==> config.mk <==
export PLATFORM = sky130hd
export DESIGN_NAME = wwdt_top
export DESIGN_NICKNAME = d
export VERILOG_FILES = /design/src/hw/wwdt_prescale.v /design/src/hw/wwdt_top.v
export VERILOG_INCLUDE_DIRS = /design/src /design/src/hw
export SDC_FILE = /design/constraint.sdc
export NUM_CORES = 1
export LEC_CHECK = 0
export BUFFER_PORTS_ARGS = -buffer_cell sky130_fd_sc_hd__buf_2
export CAP_MARGIN = 25
export CORE_UTILIZATION = 33
export CTS_BUF_LIST = sky130_fd_sc_hd__clkbuf_2 sky130_fd_sc_hd__clkbuf_4 sky130_fd_sc_hd__clkbuf_8
export DETAILED_ROUTE_END_ITERATION = 10
export PLACE_DENSITY_LB_ADDON = 0.1
export SETUP_SLACK_MARGIN = 0.4
export SKIP_LAST_GASP = 1
export SYNTH_ARGS = -nofsm -noshare
export SYNTH_HDL_FRONTEND = slang
export SYNTH_SLANG_ARGS = --single-unit
==> constraint.sdc <==
create_clock -name core_clk -period 5.91 [get_ports core_clk]
set_input_delay 1.182 -clock core_clk [delete_from_list [all_inputs] [get_ports core_clk]]
set_output_delay 1.182 -clock core_clk [all_outputs]
set_load 0.005 [all_outputs]
==> src/hw/wwdt_regs.vh <==
// register offsets, field positions, reset values and counts of the supervision timer
// assumes an 8-bit AXI4-Lite byte address with one 32-bit word per register
`ifndef WWDT_REGS_VH
`define WWDT_REGS_VH

`define WWDT_OFS_CTRL 8'h00
`define WWDT_OFS_RELOAD 8'h04
`define WWDT_OFS_WINDOW 8'h08
`define WWDT_OFS_SERVICE 8'h0C
`define WWDT_OFS_COUNT 8'h10
`define WWDT_OFS_STATUS 8'h14
`define WWDT_OFS_MASK 8'h18
`define WWDT_OFS_STATE 8'h1C

`define WWDT_CTRL_ENABLE 0
`define WWDT_CTRL_WIN_EN 1
`define WWDT_CTRL_RATE_SEL 2

`define WWDT_ST_OVERFLOW 0
`define WWDT_ST_WINDOW 1
`define WWDT_ST_RESET 2

`define WWDT_RST_CTRL 3'h0
`define WWDT_RST_RELOAD 8'h00
`define WWDT_RST_WINDOW 8'h00
`define WWDT_RST_MASK 3'h0

`define WWDT_DIV_SLOW 8'h80
`define WWDT_DIV_FAST 8'h02
`define WWDT_PREWARN_TICKS 8'h30

`define WWDT_RESP_OKAY 2'h0
`define WWDT_RESP_SLVERR 2'h2

`endif

==> src/hw/wwdt_prescale.v <==
// tick generator: one-cycle tick every fast or slow divide of the peripheral clock
// assumes clear and run are synchronous to core_clk
`timescale 1ns/1ps
`include "wwdt_regs.vh"

module wwdt_prescale #(
    parameter [7:0] DIV_FAST = `WWDT_DIV_FAST,
    parameter [7:0] DIV_SLOW = `WWDT_DIV_SLOW
) (
    input wire core_clk,
    input wire srst,
    input wire run,
    input wire rate_sel,
    input wire clear,
    output reg tick
);
    reg [7:0] div_cnt;
    wire [7:0] limit = rate_sel ? (DIV_SLOW - 8'h01) : (DIV_FAST - 8'h01);

    always @(posedge core_clk) begin
        if (srst || clear) begin
            div_cnt <= 8'h00;
            tick <= 1'b0;
        end else if (run) begin
            // frozen while not running, so debug halts keep phase
            if (div_cnt >= limit) begin
                div_cnt <= 8'h00;
                tick <= 1'b1;
            end else begin
                div_cnt <= div_cnt + 8'h01;
                tick <= 1'b0;
            end
        end else begin
            tick <= 1'b0;
        end
    end
endmodule

==> src/hw/wwdt_top.v <==
// windowed supervision timer with AXI4-Lite register slave and sticky interrupt
// assumes a single core_clk domain, srst synchronous, debug_mode synchronous level
//
// Design decisions made here: the address map and register access over AXI4-Lite.
`timescale 1ns/1ps
`include "wwdt_regs.vh"

module wwdt_top #(
    parameter [7:0] PREWARN_TICKS = `WWDT_PREWARN_TICKS
) (
    input wire core_clk,
    input wire srst,
    input wire debug_mode,
    input wire s_axi_awvalid,
    output reg s_axi_awready,
    input wire [7:0] s_axi_awaddr,
    input wire [2:0] s_axi_awprot,
    input wire s_axi_wvalid,
    output reg s_axi_wready,
    input wire [31:0] s_axi_wdata,
    input wire [3:0] s_axi_wstrb,
    output reg s_axi_bvalid,
    input wire s_axi_bready,
    output reg [1:0] s_axi_bresp,
    input wire s_axi_arvalid,
    output reg s_axi_arready,
    input wire [7:0] s_axi_araddr,
    input wire [2:0] s_axi_arprot,
    output reg s_axi_rvalid,
    input wire s_axi_rready,
    output reg [31:0] s_axi_rdata,
    output reg [1:0] s_axi_rresp,
    output reg timeout_alarm,
    output reg system_reset_request,
    output reg irq
);
    localparam [2:0] ST_COUNT = 3'b001;
    localparam [2:0] ST_PREWARN = 3'b010;
    localparam [2:0] ST_RESET = 3'b100;

    function is_mapped;
        input [7:0] addr;
        begin
            is_mapped = (addr[1:0] == 2'b00) && (addr <= `WWDT_OFS_STATE);
        end
    endfunction

    function wr_hit;
        input fire;
        input [7:0] addr;
        input [7:0] ofs;
        input strb0;
        begin
            wr_hit = fire && (addr == ofs) && strb0;
        end
    endfunction

    // bus holding registers
    reg aw_full;
    reg w_full;
    reg [7:0] aw_addr_q;
    reg [31:0] w_data_q;
    reg [3:0] w_strb_q;

    // software state
    reg [2:0] ctrl;
    reg [7:0] reload_high_byte;
    reg [7:0] window_bound_byte;
    reg [2:0] status;
    reg [2:0] mask;

    // timer state
    reg [7:0] cnt_lo;
    reg [7:0] cnt_hi;
    reg [7:0] pw_cnt;
    reg [2:0] state;

    reg next_aw_full;
    reg next_w_full;
    reg [2:0] next_status;
    reg [2:0] status_set;

    wire wr_fire = aw_full && w_full && !s_axi_bvalid;
    wire ar_fire = s_axi_arvalid && s_axi_arready;
    wire wdt_enable = ctrl[`WWDT_CTRL_ENABLE];
    wire win_enable = ctrl[`WWDT_CTRL_WIN_EN];
    wire input_rate_select = ctrl[`WWDT_CTRL_RATE_SEL];
    wire [15:0] count = {cnt_hi, cnt_lo};
    wire [15:0] window_top = {window_bound_byte, 8'h00};

    wire service = wr_hit(wr_fire, aw_addr_q, `WWDT_OFS_SERVICE, w_strb_q[0]);
    wire service_ok = service && (state == ST_COUNT);
    wire window_hit = win_enable && (count < window_top);
    wire tick;
    // prewarning keeps running even if software disables the timer
    wire run = ((wdt_enable && (state == ST_COUNT)) || (state == ST_PREWARN))
        && !debug_mode;

    wwdt_prescale u_prescale (
        .core_clk(core_clk),
        .srst(srst),
        .run(run),
        .rate_sel(input_rate_select),
        .clear(service_ok),
        .tick(tick)
    );

    // write channel: address and data taken in either order
    always @* begin
        next_aw_full = aw_full;
        next_w_full = w_full;
        if (s_axi_awvalid && s_axi_awready)
            next_aw_full = 1'b1;
        if (s_axi_wvalid && s_axi_wready)
            next_w_full = 1'b1;
        if (wr_fire) begin
            next_aw_full = 1'b0;
            next_w_full = 1'b0;
        end
    end

    always @(posedge core_clk) begin
        if (srst) begin
            aw_full <= 1'b0;
            w_full <= 1'b0;
            aw_addr_q <= 8'h00;
            w_data_q <= 32'h00000000;
            w_strb_q <= 4'h0;
            s_axi_awready <= 1'b0;
            s_axi_wready <= 1'b0;
            s_axi_bvalid <= 1'b0;
            s_axi_bresp <= `WWDT_RESP_OKAY;
        end else begin
            aw_full <= next_aw_full;
            w_full <= next_w_full;
            s_axi_awready <= !next_aw_full;
            s_axi_wready <= !next_w_full;
            if (s_axi_awvalid && s_axi_awready)
                aw_addr_q <= s_axi_awaddr;
            if (s_axi_wvalid && s_axi_wready) begin
                w_data_q <= s_axi_wdata;
                w_strb_q <= s_axi_wstrb;
            end
            if (wr_fire) begin
                s_axi_bvalid <= 1'b1;
                s_axi_bresp <= is_mapped(aw_addr_q) ? `WWDT_RESP_OKAY : `WWDT_RESP_SLVERR;
            end else if (s_axi_bready) begin
                s_axi_bvalid <= 1'b0;
            end
        end
    end

    // read channel: one outstanding read, answer one cycle after the address
    always @(posedge core_clk) begin
        if (srst) begin
            s_axi_arready <= 1'b0;
            s_axi_rvalid <= 1'b0;
            s_axi_rdata <= 32'h00000000;
            s_axi_rresp <= `WWDT_RESP_OKAY;
        end else if (ar_fire) begin
            s_axi_arready <= 1'b0;
            s_axi_rvalid <= 1'b1;
            s_axi_rresp <= is_mapped(s_axi_araddr) ? `WWDT_RESP_OKAY : `WWDT_RESP_SLVERR;
            case (s_axi_araddr)
                `WWDT_OFS_CTRL: s_axi_rdata <= {29'h00000000, ctrl};
                `WWDT_OFS_RELOAD: s_axi_rdata <= {24'h000000, reload_high_byte};
                `WWDT_OFS_WINDOW: s_axi_rdata <= {24'h000000, window_bound_byte};
                `WWDT_OFS_COUNT: s_axi_rdata <= {16'h0000, count};
                `WWDT_OFS_STATUS: s_axi_rdata <= {29'h00000000, status};
                `WWDT_OFS_MASK: s_axi_rdata <= {29'h00000000, mask};
                `WWDT_OFS_STATE: s_axi_rdata <= {16'h0000, pw_cnt, 5'h00, state};
                default: s_axi_rdata <= 32'h00000000;
            endcase
        end else if (s_axi_rvalid) begin
            if (s_axi_rready) begin
                s_axi_rvalid <= 1'b0;
                s_axi_arready <= 1'b1;
            end
        end else begin
            s_axi_arready <= 1'b1;
        end
    end

    // software registers; all fields live in byte lane 0
    always @(posedge core_clk) begin
        if (srst) begin
            ctrl <= `WWDT_RST_CTRL;
            reload_high_byte <= `WWDT_RST_RELOAD;
            window_bound_byte <= `WWDT_RST_WINDOW;
            mask <= `WWDT_RST_MASK;
        end else begin
            if (wr_hit(wr_fire, aw_addr_q, `WWDT_OFS_CTRL, w_strb_q[0]))
                ctrl <= w_data_q[2:0];
            if (wr_hit(wr_fire, aw_addr_q, `WWDT_OFS_RELOAD, w_strb_q[0]))
                reload_high_byte <= w_data_q[7:0];
            // a bound below the reload value is accepted; software owns that choice
            if (wr_hit(wr_fire, aw_addr_q, `WWDT_OFS_WINDOW, w_strb_q[0]))
                window_bound_byte <= w_data_q[7:0];
            if (wr_hit(wr_fire, aw_addr_q, `WWDT_OFS_MASK, w_strb_q[0]))
                mask <= w_data_q[2:0];
        end
    end

    // timer and prewarning sequence
    always @(posedge core_clk) begin
        if (srst) begin
            cnt_lo <= 8'h00;
            cnt_hi <= 8'h00;
            pw_cnt <= 8'h00;
            state <= ST_COUNT;
            timeout_alarm <= 1'b0;
            system_reset_request <= 1'b0;
        end else begin
            case (state)
                ST_COUNT: begin
                    if (service && window_hit) begin
                        state <= ST_PREWARN;
                        pw_cnt <= 8'h00;
                    end else if (service) begin
                        cnt_hi <= reload_high_byte;
                        cnt_lo <= 8'h00;
                    end else if (tick) begin
                        if (count == 16'hFFFF) begin
                            timeout_alarm <= 1'b1;
                            state <= ST_PREWARN;
                            pw_cnt <= 8'h00;
                        end
                        // low byte carries into high byte
                        cnt_lo <= cnt_lo + 8'h01;
                        if (cnt_lo == 8'hFF)
                            cnt_hi <= cnt_hi + 8'h01;
                    end
                end
                ST_PREWARN: begin
                    // services are ignored once prewarning has begun
                    if (tick) begin
                        if (pw_cnt == PREWARN_TICKS - 8'h01) begin
                            state <= ST_RESET;
                            system_reset_request <= 1'b1;
                        end else begin
                            pw_cnt <= pw_cnt + 8'h01;
                        end
                    end
                end
                ST_RESET: begin
                    // held until the system applies srst
                    system_reset_request <= 1'b1;
                end
                default: begin
                    state <= ST_COUNT;
                end
            endcase
        end
    end

    // sticky status; a set in the clearing cycle wins
    always @* begin
        status_set = 3'b000;
        status_set[`WWDT_ST_OVERFLOW] = (state == ST_COUNT) && tick && !service
            && (count == 16'hFFFF);
        status_set[`WWDT_ST_WINDOW] = (state == ST_COUNT) && service && window_hit;
        status_set[`WWDT_ST_RESET] = (state == ST_PREWARN) && tick
            && (pw_cnt == PREWARN_TICKS - 8'h01);
        next_status = status;
        if (wr_hit(wr_fire, aw_addr_q, `WWDT_OFS_STATUS, w_strb_q[0]))
            next_status = status & ~w_data_q[2:0];
        next_status = next_status | status_set;
    end

    always @(posedge core_clk) begin
        if (srst) begin
            status <= 3'b000;
            irq <= 1'b0;
        end else begin
            status <= next_status;
            irq <= |(next_status & mask);
        end
    end
endmodule

==> reports/metrics.yaml <==
sta:
  drv_slew: 0
  fin_setup_tns_ns: 0
  rsz0062_at_grt: "false"
  hold_viol: 0
  report.final.setup_viol: 0
  post-route-period-util: 0.491
  period_minus_slack_ns: 2.90
  worst-slew-pin-transition_ns: 0.742
  timing.clock.skew_ns: 0.0168
  fmax_mhz: 345
  slew_hr: 0.501
finish:
  post_route_cells_drive_above_1_share: 0.168
  postLayoutCellArea_um2: 5910
  antenna_cells: 0
  finalNetCount: 741
  syn2layout_area_growth_pct: 10.8
  finalCoreUtilization: 0.374
critical_path:
  critical_path.startpoint: "s_axi_araddr[0]"
  worst-path-buf-inv: 1
  worst_ep_required_time_ns: 6.25
  critical_path.max_stage_delay_ns: 0.74
  regToRegEndpoint: "cnt_hi[6]"
  worstSetupPathDepth: 6
  reg2reg_slack_ns: 3.41
  worst_setup_path_start_kind: "input pin"
  critical_path.max_fanout: 16
  timing.setup.critical_path_class: "input pin to flop"
  worst-r2r-cell-count: 6
  critical-path-top-delay-family: "simple AND/OR/NAND/NOR gates"
  critPathCapture: "s_axi_rdata[1]"
  crit_path_end_kind: "flop"
  worst_r2r_startpoint: "aw_addr_q[6]"
  crit_path_cell_trace: "buf_2, or4_4, or2_4, or4_1, a31oi_1, a21o_1"
  worstPathArrival_ns: 3.24
  highest_delay_cell_along_the_critical_path: "sky130_fd_sc_hd__or4_1"
power:
  p_int_uw: 925
  power.share.combinational: 0.055
  power.density_cell_area_nw_per_um2: 207
  power.share.switching: 0.243
  pwr-share-seq: 0.600
  worst_ir_drop_on_vdd_uv: 146
  clockPowerShare: 0.346
  switching_power_uw: 298
  cellLeakagePower_uw: 0.00227
  post-layout-total-power_uw: 1220
cts:
  cts_num_sinks: 106
  worstSkewPairLatency_ns: 0.39
  cts_inserted_buffers: 9
  cts_resized: 0
  h_tree_depth: 3
  cts_hold_repair.buffers: 0
  clk_path_buf_depth: 2
  postCtsSetupRepairBufs: 0
  clk_root_buffer_cell: "sky130_fd_sc_hd__clkbuf_8"
  tritoncts: "built"
  clk_pin_slew_worst_paths_ns: 0.10
synthesis:
  mappedNetlistArea_um2: 5340
  synthesis.yosys.warnings: 0
  synthFlopType: "sky130_fd_sc_hd__dfxtp_1"
  synthTopCellsByArea: "sky130_fd_sc_hd__dfxtp_1 40%, sky130_fd_sc_hd__mux2i_1 5.1%, sky130_fd_sc_hd__nand2_1 4.9%"
  distinct_cell_type_count_of_the_synthesized_netlist: 70
  ys_async_sr_fraction: 0
  synthesis.area_per_instance_um2: 8.72
  synth.ff_latch_count: 106
  number_of_enable_type_register_cells_in_the_synthesized_netlist: 0
  synth_largest_type_area_fraction: 0.397
  synth_cells: 612
  yosysSeqAreaShare: 0.397
  synthDominantAreaCellType: "sky130_fd_sc_hd__dfxtp_1"
outcome:
  status: "finished, final reports clean"
global_route:
  wire_length_of_the_first_global_routing_pass_um: 23000
  grt_max_degree: 49
  grt-ovfl-total: 0
  grtUsageTotal: 0.182
  antenna_found_initial: 0
  first_global_vias: 4390
drt:
  wl_met2_um: 6640
  via_count: 4616
  wirelength_met1_um: 6560
  detail_route.wirelength_um: 14200
  post_drt_via_cell_ratio: 5.26
  top_layer: "met4"
  drc_errors: 0
  drtAntennaViolNets: 0
  first_iter_violations: 380
  met3WireLength_um: 656
  drt_pass1_iterations: 5
  detail_routed_net_length_per_standard_cell_um: 16.2
floorplanning:
  placeableCoreArea_um2: 15800
  initial_utilization: 0.337
  placement_rows: 46
  fp.dieH_um: 129
  die_area_um2: 16700
  die_width_um: 129
  io_pins: 110
placement:
  placement.io_buffers: 58
  place_congestion: 0.826
  postPlaceCellArea_um2: 5730
  post-dp-hpwl_um: 10400
hold_path:
  min_path_type: "flop to flop"
flow_run:
  drv.max_cap_violation_count: 0
-- per-stage QoR --
step	std cells	worst slack [ns]	hold WS, ns
3_3_place_gp	860	2.43	0.433
5_1_grt	877	2.95	0.489
2_1_floorplan	629	2.98	0.436
3_5_place_dp	861	2.43	0.441
4_1_cts	875	2.84	0.462
6_report	877	3.01	0.452
-- registers in the layout (all words and copies together) (netlist names), 3 cells and up --
register,flops
cnt_lo,8
reload_high_byte,8
pw_cnt,8
cnt_hi,8
u_prescale.div_cnt,8
status,3
state,3
window_bound_byte,8
s_axi_rdata,16
aw_addr_q,8
mask,3
ctrl,3
w_data_q,8
-- layer usage --
| layer | vias up | track usage |
|---|---|---|
| met4 | 0 | 0.0789 |
| met1 | 2192 | 0.225 |
| met5 | - | 0 |
| met2 | 123 | 0.297 |
| li1 | 2279 | - |
| met3 | 22 | 0.0504 |
-- power by group through the flow --
stage	clock network [µW]	logic [µW]	registers, µW
2_1_floorplan	0	50.3	747
3_3_place_gp	0	65.7	750
3_5_place_dp	0	67.1	750
4_1_cts	445	67.3	733
5_1_grt	467	75.9	736
6_report	423	66.7	733
-- worst register-to-register path, stage by stage, from the launching register on --
cell and delay (ns):
sky130_fd_sc_hd__dfxtp_1 0.32, sky130_fd_sc_hd__or4_4 0.58, sky130_fd_sc_hd__nor4_4 0.25, sky130_fd_sc_hd__buf_4 0.33, sky130_fd_sc_hd__o211a_1 0.58, sky130_fd_sc_hd__o311ai_0 0.24
sky130_fd_sc_hd__o31ai_1 0.11
-- cell type report --
| cell class | count | area, µm² |
|---|---|---|
| Clock inverter | 2 | 13.8 |
| Multi-Input combinational cell | 455 | 2930 |
| Fill cell | 1697 | 9910 |
| Sequential cell | 106 | 2120 |
| Timing Repair Buffer | 66 | 345 |
| Inverter | 20 | 75.1 |
| Clock buffer | 12 | 159 |
| Tap cell | 216 | 270 |
-- cells in the final DEF, fill, tap and decap left out, drive strengths merged, types with 9 or more instances in the layout --
cell    count
mux2i      27
ha         17
a21oi      52
clkbuf     14
o21ai      27
dfxtp     106
o21a        9
or4         9
conb       18
nand3      15
inv        20
buf        64
nor2       52
nand2      72
nand4      13
-- synth_stat cells, drive strengths merged, types with 6 or more instances --
| cell | n |
|---|---|
| a211oi | 8 |
| a21oi | 52 |
| a22oi | 8 |
| and2 | 6 |
| and3 | 7 |
| buf | 28 |
| clkbuf | 20 |
| dfxtp | 106 |
| ha | 17 |
| inv | 20 |
| mux2 | 8 |
| mux2i | 27 |
| nand2 | 72 |
| nand2b | 8 |
| nand3 | 15 |
| nand3b | 8 |
| nand4 | 13 |
| nor2 | 52 |
| nor3 | 6 |
| nor4 | 8 |
| o21a | 9 |
| o21ai | 27 |
| o31ai | 7 |
| or4 | 9 |
| xor2 | 6 |
-- logic make-up after synthesis --
| logic type | count (synthesis) | share of synthesized area |
|---|---|---|
| other | 1 | 0.000702 |
| buffers and inverters | 68 | 0.0670 |
| DFF | 106 | 0.397 |
| xor gates and xnor gates | 8 | 0.0131 |
| AOI/OAI and AO/OA | 159 | 0.204 |
| adders and majority gates | 17 | 0.0398 |
| muxes | 35 | 0.0675 |
| and+or+nand+nor | 218 | 0.211 |
-- worst min-delay path by stage --
stage	startpoint	endpoint	cells past startpoint	slack, ns
2_1_floorplan	aw_addr_q[7]	aw_addr_q[7]	2	0.44
3_3_place_gp	s_axi_rdata[10]	s_axi_rdata[10]	2	0.43
3_5_place_dp	s_axi_rdata[11]	s_axi_rdata[11]	2	0.44
4_1_cts	timeout_alarm	timeout_alarm	2	0.46
5_1_grt	timeout_alarm	timeout_alarm	2	0.49
6_report	timeout_alarm	timeout_alarm	2	0.45
No activity file was read; power rests on OpenSTA's default activity.
